--- src/verilog/energy_minmax_pkg.sv ---
/*
 * Constants, command codes, reset values and carrier types shared by the
 * energy, min-tracker and hysteresis command bank.
 * Assumes a PMBus front end outside that decodes command codes and byte counts.
 */
package energy_minmax_pkg;

    localparam logic [7:0] CMD_EXT_INPUT_POWER = 8'hDB;
    localparam logic [7:0] CMD_FWD_ENERGY_EXT = 8'hDC;
    localparam logic [7:0] CMD_AUX_VOLTAGE = 8'hDD;
    localparam logic [7:0] CMD_AUX_OV_THRESH = 8'hDE;
    localparam logic [7:0] CMD_AUX_UV_THRESH = 8'hDF;
    localparam logic [7:0] CMD_MIN_OUT_CURRENT = 8'hE3;
    localparam logic [7:0] CMD_MIN_INPUT_POWER = 8'hE4;
    localparam logic [7:0] CMD_REV_ENERGY_EXT = 8'hE5;
    localparam logic [7:0] CMD_HYST_LOWER = 8'hF2;
    localparam logic [7:0] CMD_HYST_UPPER = 8'hF3;
    localparam logic [7:0] CMD_HYST_STATUS = 8'hF4;

    // Byte counts returned per command
    localparam logic [3:0] LEN_NONE = 4'h0;
    localparam logic [3:0] LEN_STATUS = 4'h1;
    localparam logic [3:0] LEN_WORD = 4'h2;
    localparam logic [3:0] LEN_POWER_EXT = 4'h3;
    localparam logic [3:0] LEN_ENERGY_EXT = 4'h8;

    localparam logic [23:0] RST_EXT_POWER = 24'h000000;
    localparam logic [11:0] RST_AUX_OV = 12'hFFF;
    localparam logic [11:0] RST_AUX_UV = 12'h000;
    localparam logic [15:0] RST_MIN_CURRENT = 16'h07FF;
    localparam logic [15:0] RST_MIN_POWER = 16'h7FFF;
    localparam logic [15:0] RST_HYST_LOWER = 16'h8000;
    localparam logic [15:0] RST_HYST_UPPER = 16'h7FFF;
    localparam logic [15:0] CLEAR_WORD = 16'h0000;

    localparam logic [23:0] ENERGY_ZERO = 24'h000000;
    localparam logic [15:0] WRAP_ZERO = 16'h0000;
    localparam logic [23:0] SAMPLES_ZERO = 24'h000000;

    // Extended energy layout
    localparam int ENERGY_LSB = 0;
    localparam int WRAP_LSB = 24;
    localparam int SAMPLES_LSB = 40;

    // Status layout
    localparam int ST_BELOW_LOWER = 0;
    localparam int ST_ABOVE_UPPER = 1;
    localparam int ST_HYST_LEVEL = 2;
    localparam int ST_OVERCURRENT = 3;

    typedef struct packed {
        logic [23:0] ext_input_power;
        logic [15:0] input_power;
        logic [15:0] output_current;
        logic [11:0] aux_voltage;
        logic [15:0] compared_value;
    } meas_s;

    typedef struct packed {
        logic [23:0] forward_inc;
        logic [23:0] reverse_inc;
    } energy_inc_s;

    typedef struct packed {
        logic [23:0] value;
        logic [15:0] wraps;
    } energy_acc_s;

endpackage : energy_minmax_pkg

--- src/verilog/signed_min_tracker.sv ---
/*
 * Most-negative tracker for one signed measurement word.
 * Assumes samples and clear requests come from logic on the same clock.
 */
`timescale 1ns/1ps
module signed_min_tracker #(
    parameter int WIDTH = 16,
    parameter logic [WIDTH-1:0] RESET_VALUE = '0
) (
    input wire logic clk_sys_i,
    input wire logic rst_n_i,
    input wire logic clear_i,
    input wire logic sample_valid_i,
    input wire logic [WIDTH-1:0] sample_i,
    output logic [WIDTH-1:0] min_o
);

    logic [WIDTH-1:0] min_q;
    logic [WIDTH-1:0] base;

    // A clear and a sample in one cycle: restart, then still take the sample
    always_comb begin
        base = clear_i ? RESET_VALUE : min_q;
    end

    always_ff @(posedge clk_sys_i or negedge rst_n_i) begin
        if (!rst_n_i) begin
            min_q <= RESET_VALUE;
        end else if (sample_valid_i && ($signed(sample_i) < $signed(base))) begin
            min_q <= sample_i;
        end else begin
            min_q <= base;
        end
    end

    assign min_o = min_q;

endmodule : signed_min_tracker

--- src/verilog/energy_minmax_hysteresis_regs.sv ---
/*
 * Command bank for extended power, energy accumulators, aux voltage limits,
 * most-negative trackers and the hysteretic comparator.
 * Assumes a PMBus front end on the same clock that presents one decoded
 * command per strobe and serialises the returned word low byte first.
 */
`timescale 1ns/1ps
module energy_minmax_hysteresis_regs #(
    parameter bit SIGNED_ENERGY = 1'b0
) (
    input wire logic clk_sys_i,
    input wire logic rst_n_i,
    // Measurement side
    input wire logic meas_valid_i,
    input wire energy_minmax_pkg::meas_s meas_i,
    input wire logic energy_valid_i,
    input wire energy_minmax_pkg::energy_inc_s energy_inc_i,
    input wire logic overcurrent_warning_flag_i,
    // Command side
    input wire logic [7:0] cmd_code_i,
    input wire logic rd_stb_i,
    input wire logic wr_stb_i,
    input wire logic [15:0] wr_data_i,
    output logic rd_valid_o,
    output logic rd_unmapped_o,
    output logic [3:0] rd_len_o,
    output logic [63:0] rd_data_o,
    output logic wr_refused_o,
    // Derived outputs
    output logic hysteretic_output_level_o,
    output logic aux_ov_warn_o,
    output logic aux_uv_warn_o
);

    localparam logic [24:0] SIGNED_SPAN = 25'h0800000;
    localparam logic [24:0] SIGNED_MAX = 25'h07FFFFF;

    logic [23:0] ext_power_q;
    logic [11:0] aux_voltage_q;
    logic [11:0] aux_ov_q;
    logic [11:0] aux_uv_q;
    logic [15:0] hyst_lower_q;
    logic [15:0] hyst_upper_q;
    logic above_upper_flag_q;
    logic below_lower_flag_q;
    logic level_q;
    logic level_d;
    logic overcurrent_q;
    logic aux_ov_q_flag;
    logic aux_uv_q_flag;

    energy_minmax_pkg::energy_acc_s fwd_q;
    energy_minmax_pkg::energy_acc_s rev_q;
    energy_minmax_pkg::energy_acc_s fwd_d;
    energy_minmax_pkg::energy_acc_s rev_d;
    logic [23:0] samples_q;

    logic [15:0] min_current;
    logic [15:0] min_power;
    logic clr_min_current;
    logic clr_min_power;

    logic rd_valid_q;
    logic rd_unmapped_q;
    logic [3:0] rd_len_q;
    logic [63:0] rd_data_q;
    logic [63:0] rd_data_d;
    logic [3:0] rd_len_d;
    logic rd_hit_d;
    logic wr_refused_q;
    logic wr_ok;

    logic [7:0] status_byte;
    logic cmp_above;
    logic cmp_below;

    // Accumulate one increment and report a wrap of the visible range.
    // Signed variant wraps at 0x7FFFFF; increments there must stay below 2^23.
    function automatic energy_minmax_pkg::energy_acc_s accumulate(
        input energy_minmax_pkg::energy_acc_s acc,
        input logic [23:0] inc
    );
        logic [24:0] sum;
        energy_minmax_pkg::energy_acc_s res;
        sum = {1'b0, acc.value} + {1'b0, inc};
        res = acc;
        if (SIGNED_ENERGY) begin
            if (sum > SIGNED_MAX) begin
                res.value = 24'(sum - SIGNED_SPAN);
                res.wraps = acc.wraps + 16'h0001;
            end else begin
                res.value = sum[23:0];
            end
        end else begin
            res.value = sum[23:0];
            if (sum[24]) begin
                res.wraps = acc.wraps + 16'h0001;
            end
        end
        return res;
    endfunction : accumulate

    // Latest measurement words
    always_ff @(posedge clk_sys_i or negedge rst_n_i) begin
        if (!rst_n_i) begin
            ext_power_q <= energy_minmax_pkg::RST_EXT_POWER;
            aux_voltage_q <= 12'h000;
        end else if (meas_valid_i) begin
            ext_power_q <= meas_i.ext_input_power;
            aux_voltage_q <= meas_i.aux_voltage;
        end
    end

    // Energy accumulators and shared sample count
    always_comb begin
        fwd_d = accumulate(fwd_q, energy_inc_i.forward_inc);
        rev_d = accumulate(rev_q, energy_inc_i.reverse_inc);
    end

    always_ff @(posedge clk_sys_i or negedge rst_n_i) begin
        if (!rst_n_i) begin
            fwd_q <= '{value: energy_minmax_pkg::ENERGY_ZERO, wraps: energy_minmax_pkg::WRAP_ZERO};
            rev_q <= '{value: energy_minmax_pkg::ENERGY_ZERO, wraps: energy_minmax_pkg::WRAP_ZERO};
            samples_q <= energy_minmax_pkg::SAMPLES_ZERO;
        end else if (energy_valid_i) begin
            fwd_q <= fwd_d;
            rev_q <= rev_d;
            samples_q <= samples_q + 24'h000001;
        end
    end

    // Writable commands: thresholds and the two tracker clears
    always_comb begin
        wr_ok = 1'b0;
        case (cmd_code_i)
            energy_minmax_pkg::CMD_AUX_OV_THRESH,
            energy_minmax_pkg::CMD_AUX_UV_THRESH,
            energy_minmax_pkg::CMD_MIN_OUT_CURRENT,
            energy_minmax_pkg::CMD_MIN_INPUT_POWER,
            energy_minmax_pkg::CMD_HYST_LOWER,
            energy_minmax_pkg::CMD_HYST_UPPER: begin
                wr_ok = 1'b1;
            end
            default: begin
                wr_ok = 1'b0;
            end
        endcase
    end

    always_ff @(posedge clk_sys_i or negedge rst_n_i) begin
        if (!rst_n_i) begin
            aux_ov_q <= energy_minmax_pkg::RST_AUX_OV;
            aux_uv_q <= energy_minmax_pkg::RST_AUX_UV;
        end else if (wr_stb_i) begin
            if (cmd_code_i == energy_minmax_pkg::CMD_AUX_OV_THRESH) begin
                aux_ov_q <= wr_data_i[11:0];
            end
            if (cmd_code_i == energy_minmax_pkg::CMD_AUX_UV_THRESH) begin
                aux_uv_q <= wr_data_i[11:0];
            end
        end
    end

    always_ff @(posedge clk_sys_i or negedge rst_n_i) begin
        if (!rst_n_i) begin
            hyst_lower_q <= energy_minmax_pkg::RST_HYST_LOWER;
            hyst_upper_q <= energy_minmax_pkg::RST_HYST_UPPER;
        end else if (wr_stb_i) begin
            if (cmd_code_i == energy_minmax_pkg::CMD_HYST_LOWER) begin
                hyst_lower_q <= wr_data_i;
            end
            if (cmd_code_i == energy_minmax_pkg::CMD_HYST_UPPER) begin
                hyst_upper_q <= wr_data_i;
            end
        end
    end

    always_ff @(posedge clk_sys_i or negedge rst_n_i) begin
        if (!rst_n_i) begin
            wr_refused_q <= 1'b0;
        end else begin
            wr_refused_q <= wr_stb_i && !wr_ok;
        end
    end

    // Aux warnings; the default threshold values switch each one off
    always_ff @(posedge clk_sys_i or negedge rst_n_i) begin
        if (!rst_n_i) begin
            aux_ov_q_flag <= 1'b0;
            aux_uv_q_flag <= 1'b0;
        end else begin
            aux_ov_q_flag <= (aux_ov_q != energy_minmax_pkg::RST_AUX_OV) &&
                (aux_voltage_q > aux_ov_q);
            aux_uv_q_flag <= (aux_uv_q != energy_minmax_pkg::RST_AUX_UV) &&
                (aux_voltage_q < aux_uv_q);
        end
    end

    // Minimum trackers; only a zero write clears, other writes are dropped
    always_comb begin
        clr_min_current = wr_stb_i && (wr_data_i == energy_minmax_pkg::CLEAR_WORD) &&
            (cmd_code_i == energy_minmax_pkg::CMD_MIN_OUT_CURRENT);
        clr_min_power = wr_stb_i && (wr_data_i == energy_minmax_pkg::CLEAR_WORD) &&
            (cmd_code_i == energy_minmax_pkg::CMD_MIN_INPUT_POWER);
    end

    signed_min_tracker #(
        .WIDTH(16),
        .RESET_VALUE(energy_minmax_pkg::RST_MIN_CURRENT)
    ) u_min_current (
        .clk_sys_i(clk_sys_i),
        .rst_n_i(rst_n_i),
        .clear_i(clr_min_current),
        .sample_valid_i(meas_valid_i),
        .sample_i(meas_i.output_current),
        .min_o(min_current)
    );

    signed_min_tracker #(
        .WIDTH(16),
        .RESET_VALUE(energy_minmax_pkg::RST_MIN_POWER)
    ) u_min_power (
        .clk_sys_i(clk_sys_i),
        .rst_n_i(rst_n_i),
        .clear_i(clr_min_power),
        .sample_valid_i(meas_valid_i),
        .sample_i(meas_i.input_power),
        .min_o(min_power)
    );

    // Hysteretic comparator, signed direct-format compare
    always_comb begin
        cmp_above = $signed(meas_i.compared_value) > $signed(hyst_upper_q);
        cmp_below = $signed(meas_i.compared_value) < $signed(hyst_lower_q);
        // rise above, fall below, else hold
        if (cmp_above) begin
            level_d = 1'b1;
        end else if (cmp_below) begin
            level_d = 1'b0;
        end else begin
            level_d = level_q;
        end
    end

    always_ff @(posedge clk_sys_i or negedge rst_n_i) begin
        if (!rst_n_i) begin
            above_upper_flag_q <= 1'b0;
            below_lower_flag_q <= 1'b0;
            level_q <= 1'b0;
        end else if (meas_valid_i) begin
            above_upper_flag_q <= cmp_above;
            below_lower_flag_q <= cmp_below;
            level_q <= level_d;
        end
    end

    always_ff @(posedge clk_sys_i or negedge rst_n_i) begin
        if (!rst_n_i) begin
            overcurrent_q <= 1'b0;
        end else begin
            overcurrent_q <= overcurrent_warning_flag_i;
        end
    end

    always_comb begin
        status_byte = 8'h00;
        status_byte[energy_minmax_pkg::ST_BELOW_LOWER] = below_lower_flag_q;
        status_byte[energy_minmax_pkg::ST_ABOVE_UPPER] = above_upper_flag_q;
        status_byte[energy_minmax_pkg::ST_HYST_LEVEL] = level_q;
        status_byte[energy_minmax_pkg::ST_OVERCURRENT] = overcurrent_q;
    end

    // Read mux; whole word is snapshotted so block reads stay coherent
    always_comb begin
        rd_data_d = 64'h0000000000000000;
        rd_len_d = energy_minmax_pkg::LEN_NONE;
        rd_hit_d = 1'b1;
        case (cmd_code_i)
            energy_minmax_pkg::CMD_EXT_INPUT_POWER: begin
                rd_data_d[23:0] = ext_power_q;
                rd_len_d = energy_minmax_pkg::LEN_POWER_EXT;
            end
            energy_minmax_pkg::CMD_FWD_ENERGY_EXT: begin
                rd_data_d[energy_minmax_pkg::ENERGY_LSB +: 24] = fwd_q.value;
                rd_data_d[energy_minmax_pkg::WRAP_LSB +: 16] = fwd_q.wraps;
                rd_data_d[energy_minmax_pkg::SAMPLES_LSB +: 24] = samples_q;
                rd_len_d = energy_minmax_pkg::LEN_ENERGY_EXT;
            end
            energy_minmax_pkg::CMD_REV_ENERGY_EXT: begin
                rd_data_d[energy_minmax_pkg::ENERGY_LSB +: 24] = rev_q.value;
                rd_data_d[energy_minmax_pkg::WRAP_LSB +: 16] = rev_q.wraps;
                rd_data_d[energy_minmax_pkg::SAMPLES_LSB +: 24] = samples_q;
                rd_len_d = energy_minmax_pkg::LEN_ENERGY_EXT;
            end
            energy_minmax_pkg::CMD_AUX_VOLTAGE: begin
                rd_data_d[11:0] = aux_voltage_q;
                rd_len_d = energy_minmax_pkg::LEN_WORD;
            end
            energy_minmax_pkg::CMD_AUX_OV_THRESH: begin
                rd_data_d[11:0] = aux_ov_q;
                rd_len_d = energy_minmax_pkg::LEN_WORD;
            end
            energy_minmax_pkg::CMD_AUX_UV_THRESH: begin
                rd_data_d[11:0] = aux_uv_q;
                rd_len_d = energy_minmax_pkg::LEN_WORD;
            end
            energy_minmax_pkg::CMD_MIN_OUT_CURRENT: begin
                rd_data_d[15:0] = min_current;
                rd_len_d = energy_minmax_pkg::LEN_WORD;
            end
            energy_minmax_pkg::CMD_MIN_INPUT_POWER: begin
                rd_data_d[15:0] = min_power;
                rd_len_d = energy_minmax_pkg::LEN_WORD;
            end
            energy_minmax_pkg::CMD_HYST_LOWER: begin
                rd_data_d[15:0] = hyst_lower_q;
                rd_len_d = energy_minmax_pkg::LEN_WORD;
            end
            energy_minmax_pkg::CMD_HYST_UPPER: begin
                rd_data_d[15:0] = hyst_upper_q;
                rd_len_d = energy_minmax_pkg::LEN_WORD;
            end
            energy_minmax_pkg::CMD_HYST_STATUS: begin
                rd_data_d[7:0] = status_byte;
                rd_len_d = energy_minmax_pkg::LEN_STATUS;
            end
            default: begin
                rd_hit_d = 1'b0;
            end
        endcase
    end

    always_ff @(posedge clk_sys_i or negedge rst_n_i) begin
        if (!rst_n_i) begin
            rd_valid_q <= 1'b0;
            rd_unmapped_q <= 1'b0;
        end else begin
            rd_valid_q <= rd_stb_i && rd_hit_d;
            rd_unmapped_q <= rd_stb_i && !rd_hit_d;
        end
    end

    always_ff @(posedge clk_sys_i or negedge rst_n_i) begin
        if (!rst_n_i) begin
            rd_data_q <= 64'h0000000000000000;
            rd_len_q <= energy_minmax_pkg::LEN_NONE;
        end else if (rd_stb_i) begin
            rd_data_q <= rd_data_d;
            rd_len_q <= rd_len_d;
        end
    end

    assign rd_valid_o = rd_valid_q;
    assign rd_unmapped_o = rd_unmapped_q;
    assign rd_len_o = rd_len_q;
    assign rd_data_o = rd_data_q;
    assign wr_refused_o = wr_refused_q;
    assign hysteretic_output_level_o = level_q;
    assign aux_ov_warn_o = aux_ov_q_flag;
    assign aux_uv_warn_o = aux_uv_q_flag;

endmodule : energy_minmax_hysteresis_regs

--- config.mk ---
export PLATFORM = sky130hd
export DESIGN_NAME = energy_minmax_hysteresis_regs
export DESIGN_NICKNAME = d
export VERILOG_FILES = /design/src/verilog/energy_minmax_pkg.sv /design/src/verilog/signed_min_tracker.sv /design/src/verilog/energy_minmax_hysteresis_regs.sv
export SDC_FILE = /design/constraint.sdc
export NUM_CORES = 1
export LEC_CHECK = 0
export ABC_AREA = 1
export BUFFER_PORTS_ARGS = -buffer_cell sky130_fd_sc_hd__buf_2
export CAP_MARGIN = 20
export CORE_ASPECT_RATIO = 2
export CORE_MARGIN = 1
export CORE_UTILIZATION = 35
export CTS_CLUSTER_SIZE = 40
export DETAILED_ROUTE_END_ITERATION = 10
export GPL_TIMING_DRIVEN = 1
export SLEW_MARGIN = 40
export SYNTH_ARGS = -nofsm -noshare
export SYNTH_HDL_FRONTEND = slang
export SYNTH_SLANG_ARGS = --single-unit
--- constraint.sdc ---
create_clock -name clk_sys_i -period 3.4 [get_ports clk_sys_i]
set_clock_uncertainty 0.1 [all_clocks]
set_input_delay 0.34 -clock clk_sys_i [delete_from_list [all_inputs] [get_ports clk_sys_i]]
set_output_delay 0.34 -clock clk_sys_i [all_outputs]
set_load 0.03 [all_outputs]
Yosys cells after proc, flatten, opt, wreduce, memory -nomap -nowiden
Cells that the tools add are included.
- bits in registers: 305
- latch bits: 0
- bits in writable memories: 0
- bits in read-only memories: 0
- input port bits: 163
- output and inout bits: 74
- logic and storage cells: 87
- memories kept: 0
- $add $sub $neg: 5
- multiply operators: 0
- divide/modulo/power cells: 0
- magnitude comparators: 6
- eq/ne operators: 12
- shifts and indexed selects: 0
- muxes and demuxes: 14
- bitwise logic cells: 0
- reduce and logical (&&, ||, !) cells: 26
- operators by type and width (cell ; number):
    == test 8 bit (second input constant) ; 11
    case mux 8 bit (11 select lines) ; 1
    case mux 40 bit (2 select lines) ; 1
    two-way mux 16 bit ; 4
    adder 24 x 24 -> 25 bit ; 2
    < comparator 16 bit ; 3
    case mux 4 bit (10 select lines) ; 1
    adder 16 x 1 -> 16 bit (second input constant) ; 2
    case mux 4 bit (7 select lines) ; 1
    adder 24 x 1 -> 24 bit (second input constant) ; 1
    case mux 8 bit (3 select lines) ; 1
    > comparator 16 bit ; 1
    zero test 16 bit ; 1
    case mux 4 bit (4 select lines) ; 1
    AND reduction 2 bit ; 7
    > comparator 12 bit ; 1
    < comparator 12 bit ; 1
    inequality test 12 bit (second input constant) ; 1
    nonzero test 12 bit ; 1
    OR reduction 11 bit ; 1
    logical AND 1 bit ; 10
    OR reduction 7 bit ; 1
    OR reduction 6 bit ; 1
    two-way mux 1 bit ; 4
    other kinds (3) ; 4

Logic depth before layout (Yosys ltp)
- word-level depth: 7
- mapped depth: 22

By module
From an unflattened synthesis, not the netlist that was laid out.
- cells, all modules: 2567
- area, all modules: 19013.2 µm²
- by module, submodules not included (module ; times used ; cells each ; area each (µm²)):
    energy_minmax_hysteresis_regs ; 1 ; 2255 ; 16638.5
    signed_min_tracker (u_min_power) ; 1 ; 157 ; 1198.6
    signed_min_tracker (u_min_current) ; 1 ; 155 ; 1176.1

Worst setup path before layout
OpenSTA, ideal clock, no wires.
- kind: input to register
- from: input port cmd_code_i[6]
- to: register u_min_current.min_q[11] (netlist: u_min_current.min_o[11])
- library setup time: 0.117 ns
- data arrival time: 2.680 ns
- required time: 3.183 ns
- setup slack: 0.503 ns
- stages: 20
- path buffers: 2
- path through: nand2_1 > inv_1 > nand2_4 > nor2_8 > nand3_4 > clkbuf_1 > nand2_1 > inv_1 > ha_1 > nand2_1 > inv_1 > nand3_1 > a31oi_1 > a2111oi_2 > nand2_2 > nand2_4 > nand3_4 > buf_6 > nand2_1 > nand2_1
- word-level cells in the longest chain between the ends: 6
- RTL lines (item ; line ; RTL):
    from (decl) ; energy_minmax_hysteresis_regs.sv:20 ; input wire logic [7:0] cmd_code_i,
    == test 8 bit (*) ; energy_minmax_hysteresis_regs.sv:202 ; (cmd_code_i == energy_minmax_pkg::CMD_MIN_OUT_CURRENT);
    logical AND 1 bit (*) ; energy_minmax_hysteresis_regs.sv:201 ; clr_min_current = wr_stb_i && (wr_data_i == energy_minmax_pkg::CLEAR_WORD) &&
    two-way mux 16 bit (*) ; signed_min_tracker.sv:23 ; base = clear_i ? RESET_VALUE : min_q;
    < comparator 16 bit ; signed_min_tracker.sv:29 ; end else if (sample_valid_i && ($signed(sample_i) < $signed(base))) begin
    logical AND 1 bit ; signed_min_tracker.sv:29 ;
    two-way mux 16 bit (*) ; signed_min_tracker.sv:29 ;
    to (signal assigned) ; signed_min_tracker.sv:30 ; min_q <= sample_i;
    to (signal assigned) ; signed_min_tracker.sv:32 ; min_q <= base;
    to (decl) ; signed_min_tracker.sv:18 ; logic [WIDTH-1:0] min_q;
Mark *: on every way between the ends. The rest lies on a longest branch, timed or not.
A chain may end at the register's enable or synchronous reset.

Final worst setup path
- from: input port wr_data_i[13]
- to: register u_min_power.min_q[15] (netlist: u_min_power.min_o[15])
- word-level cells in the longest chain between the ends: 7
- RTL lines (item ; line ; RTL):
    from (decl) ; energy_minmax_hysteresis_regs.sv:23 ; input wire logic [15:0] wr_data_i,
    zero test 16 bit (*) ; energy_minmax_hysteresis_regs.sv:203 ; clr_min_power = wr_stb_i && (wr_data_i == energy_minmax_pkg::CLEAR_WORD) &&
    logical AND 1 bit (*) (2 in series) ; energy_minmax_hysteresis_regs.sv:203 ;
    two-way mux 16 bit (*) ; signed_min_tracker.sv:23 ;
    < comparator 16 bit ; signed_min_tracker.sv:29 ;
    logical AND 1 bit ; signed_min_tracker.sv:29 ;
    two-way mux 16 bit (*) ; signed_min_tracker.sv:29 ;
    to (signal assigned) ; signed_min_tracker.sv:30 ;
    to (signal assigned) ; signed_min_tracker.sv:32 ;
    to (decl) ; signed_min_tracker.sv:18 ;
Marks and branches as above.

==> results.cfg <==
[status]
status = completed

[detailed_routing]
drcViolationCount = 0
dr.pass1.iters = 5
wl_per_cell_um = 19.8
postRouteAntennaNets = 0
viasPerCell = 5.16
routed-via-count = 16731
drt_iter0_drc = 1079
routed_wl_um = 64300

[worst_setup_path]
endpoint_kind = flop
path_class = in2reg
worstPathMaxFanout = 16
cp.required_ps = 3780
startpoint_type = input port
critPathArrivalTime_ps = 3440

[synth]
yosysTopAreaCell = dfrtp_1
yosysUniqueCellTypes = 56
synth_edf_count = 0
synth_area_um2 = 18100
yosysWarnings = 0
synth.avg_cell_area_um2 = 8.09
synth_seq_cells = 304
synth_async_sr_flop_share = 1.00
postSynthCellCount = 2234
synth_flop_cell = dfrtp_1
synth_top_area_frac = 0.346
yosysSeqAreaShare = 0.424
synthesis.nets = 2534
synthTopCellsByArea = dfrtp_1, nand2_1, ha_1

[flow_run]
drv_cap = 0

[placement]
dp.cells = 3098
hpwl_um = 51800
place_ws_ps = 248
place_congestion = 0.986
port_buffers = 235

[layout]
layoutNonFillerInstCount = 3241
drive_above_1_share = 0.170
area_delta_synth_final_pct = 22.1
most-common-layout-cells = nand2_1, inv_1, dfrtp_1, buf_2, o21ai_0
final_common_cell = nand2_1
nets = 2858
final_core_util = 0.434

[cts]
cts_tree = yes
worstSkewPairLatency_ps = 590
cts_buffer_depth = 3
post_cts_buffers = 0
cts_num_sinks = 304
cts_made_buffers = 30
cts_root_buf = clkbuf_16
clk_pin_slew_worst_paths_ps = 70
h-tree-depth = 1

[die]
core_um2 = 50900
rows = 117
die_x_um = 163
pin_count = 237
initial_core_util = 0.355
dieArea_um2 = 52600
die_h_um = 323

[global_routing]
grt_pass1_vias = 17469
grt_first_pass_wirelength_um = 98300
gr-total-overflow = 0
grt_max_degree = 87
antenna_found_initial = 12
grt.total_usage = 0.248

[hold_path]
worstHoldPathType = in2reg

[sta]
rsz0062_at_grt = false
finalSetupViolations = 0
tns_ps = 0
finalWorstSetupSlack_ps = 343
slew_headroom = 0.449
fin_crit_ps = 3060
finalHoldViolCount = 0
drv_slew = 0
max_freq_mhz = 327
worst_slew_pin_slew_ps = 826
fin_crit_sh = 0.899

[power_and_ir_drop]
power.density_nw_per_um2 = 642
leakagePower_uw = 0.0110
ir_drop_mv = 0.431
-- cell usage after synthesis, types with 42 or more instances --
master / count
o21ai_0: 145
clkbuf_1: 54
a21oi_1: 102
o21ai_1: 42
xor2_1: 66
nand2_1: 580
nand3_1: 77
ha_1: 135
nor2_1: 117
dfstp_2: 54
nand4_1: 61
dfrtp_1: 250
inv_1: 268
-- timing repair --
action | 4_1_cts | 5_1_grt
gates resized for setup | 0 | 0
hold endpoints to repair | 151 | 0
hold buffers | 82 | 0
-- per-stage QoR --
step | hold WS (ps) | total power (uW) | instance area [um2]
global route | 41.0 | 15200 | 22100
floorplan | -55.6 | 8700 | 18100
global placement | 315 | 10400 | 20200
finish | 38.4 | 14200 | 22100
CTS | 17.7 | 14300 | 22100
detailed placement | 314 | 10500 | 20200
-- state kept, by name, indices dropped and copies added, names as in the netlist, 12 cells and up --
signal,flops
hyst_upper_q,16
aux_voltage_q,12
ext_power_q,24
rev_q,40
u_min_current.min_o,16
hyst_lower_q,16
rd_data_o,64
fwd_q,40
samples_q,24
aux_ov_q,12
u_min_power.min_o,16
aux_uv_q,12
-- worst max-delay path, cell delays in order --
cell and delay (ps):
dlygate4sd3_1 550, buf_2 140, nor2_1 90, buf_4 140, nand3_1 80, nor2_2 180, buf_4 150, nand3_4 160
nand2_1 140, inv_1 50, ha_1 290, a21oi_1 130, nor2_1 50, a211oi_1 180, nand2_1 110, nand2_2 100
nand2_2 70, nand2_4 120, nand3_4 180, nand2_1 130, nand2_1 50
-- power by group --
part           leakage, uW  internal [uW]  switching [uW]  total, uW
combinational      0.00682           2000            3410       5410
sequential         0.00370           4440             681       5120
clock             0.000524           2080            1550       3630
total               0.0110           8530            5640      14200
-- worst paths after layout --
| path | from | to | slack [ps] | cells past startpoint |
|---|---|---|---|---|
| max reg2reg | fwd_q[16]$_DFFE_PN0P_ | fwd_q[34]$_DFFE_PN0P_ | 530 | 13 |
| max in group asynchronous | rst_n_i | fwd_q[6]$_DFFE_PN0P_ | 1990 | 3 |
| min in group asynchronous | rst_n_i | aux_uv_q[1]$_DFFE_PN0P_ | 250 | 2 |
| max | wr_data_i[13] | u_min_power.min_o[15]$_DFF_PN0_ | 340 | 21 |
| min | energy_valid_i | samples_q[1]$_DFFE_PN0P_ | 40 | 3 |
| min reg2reg | samples_q[22]$_DFFE_PN0P_ | samples_q[22]$_DFFE_PN0P_ | 370 | 1 |
-- final cells by class --
type	instances	area [um2]
Fill cell	5209	28900
Multi-Input combinational cell	1575	9060
Sequential cell	304	7670
Timing Repair Buffer	362	2390
Inverter	285	1070
Clock buffer	38	852
Tap cell	654	818
Clock inverter	18	209
Antenna cell	5	12.5
-- metal layers --
layer  track usage  vias to the layer above  wire length, um
met1         0.241                     7890            21800
li1              -                     8091                -
met4         0.184                       14             5370
met5             0                        -               95
met2         0.465                      536            33700
met3        0.0374                      200             3240
-- kinds of logic after synthesis --
| kind of cell | Yosys count | share of synthesized area |
|---|---|---|
| AO/OA/AOI/OAI | 434 | 0.141 |
| XOR/XNOR | 84 | 0.0407 |
| adder cells (fa/ha/maj) | 137 | 0.0956 |
| buffers and inverters | 355 | 0.0751 |
| flip-flops | 304 | 0.424 |
| other | 1 | 0.000207 |
| AND/OR/NAND/NOR | 919 | 0.223 |
Note: power is estimated with default switching activity, not from simulation.
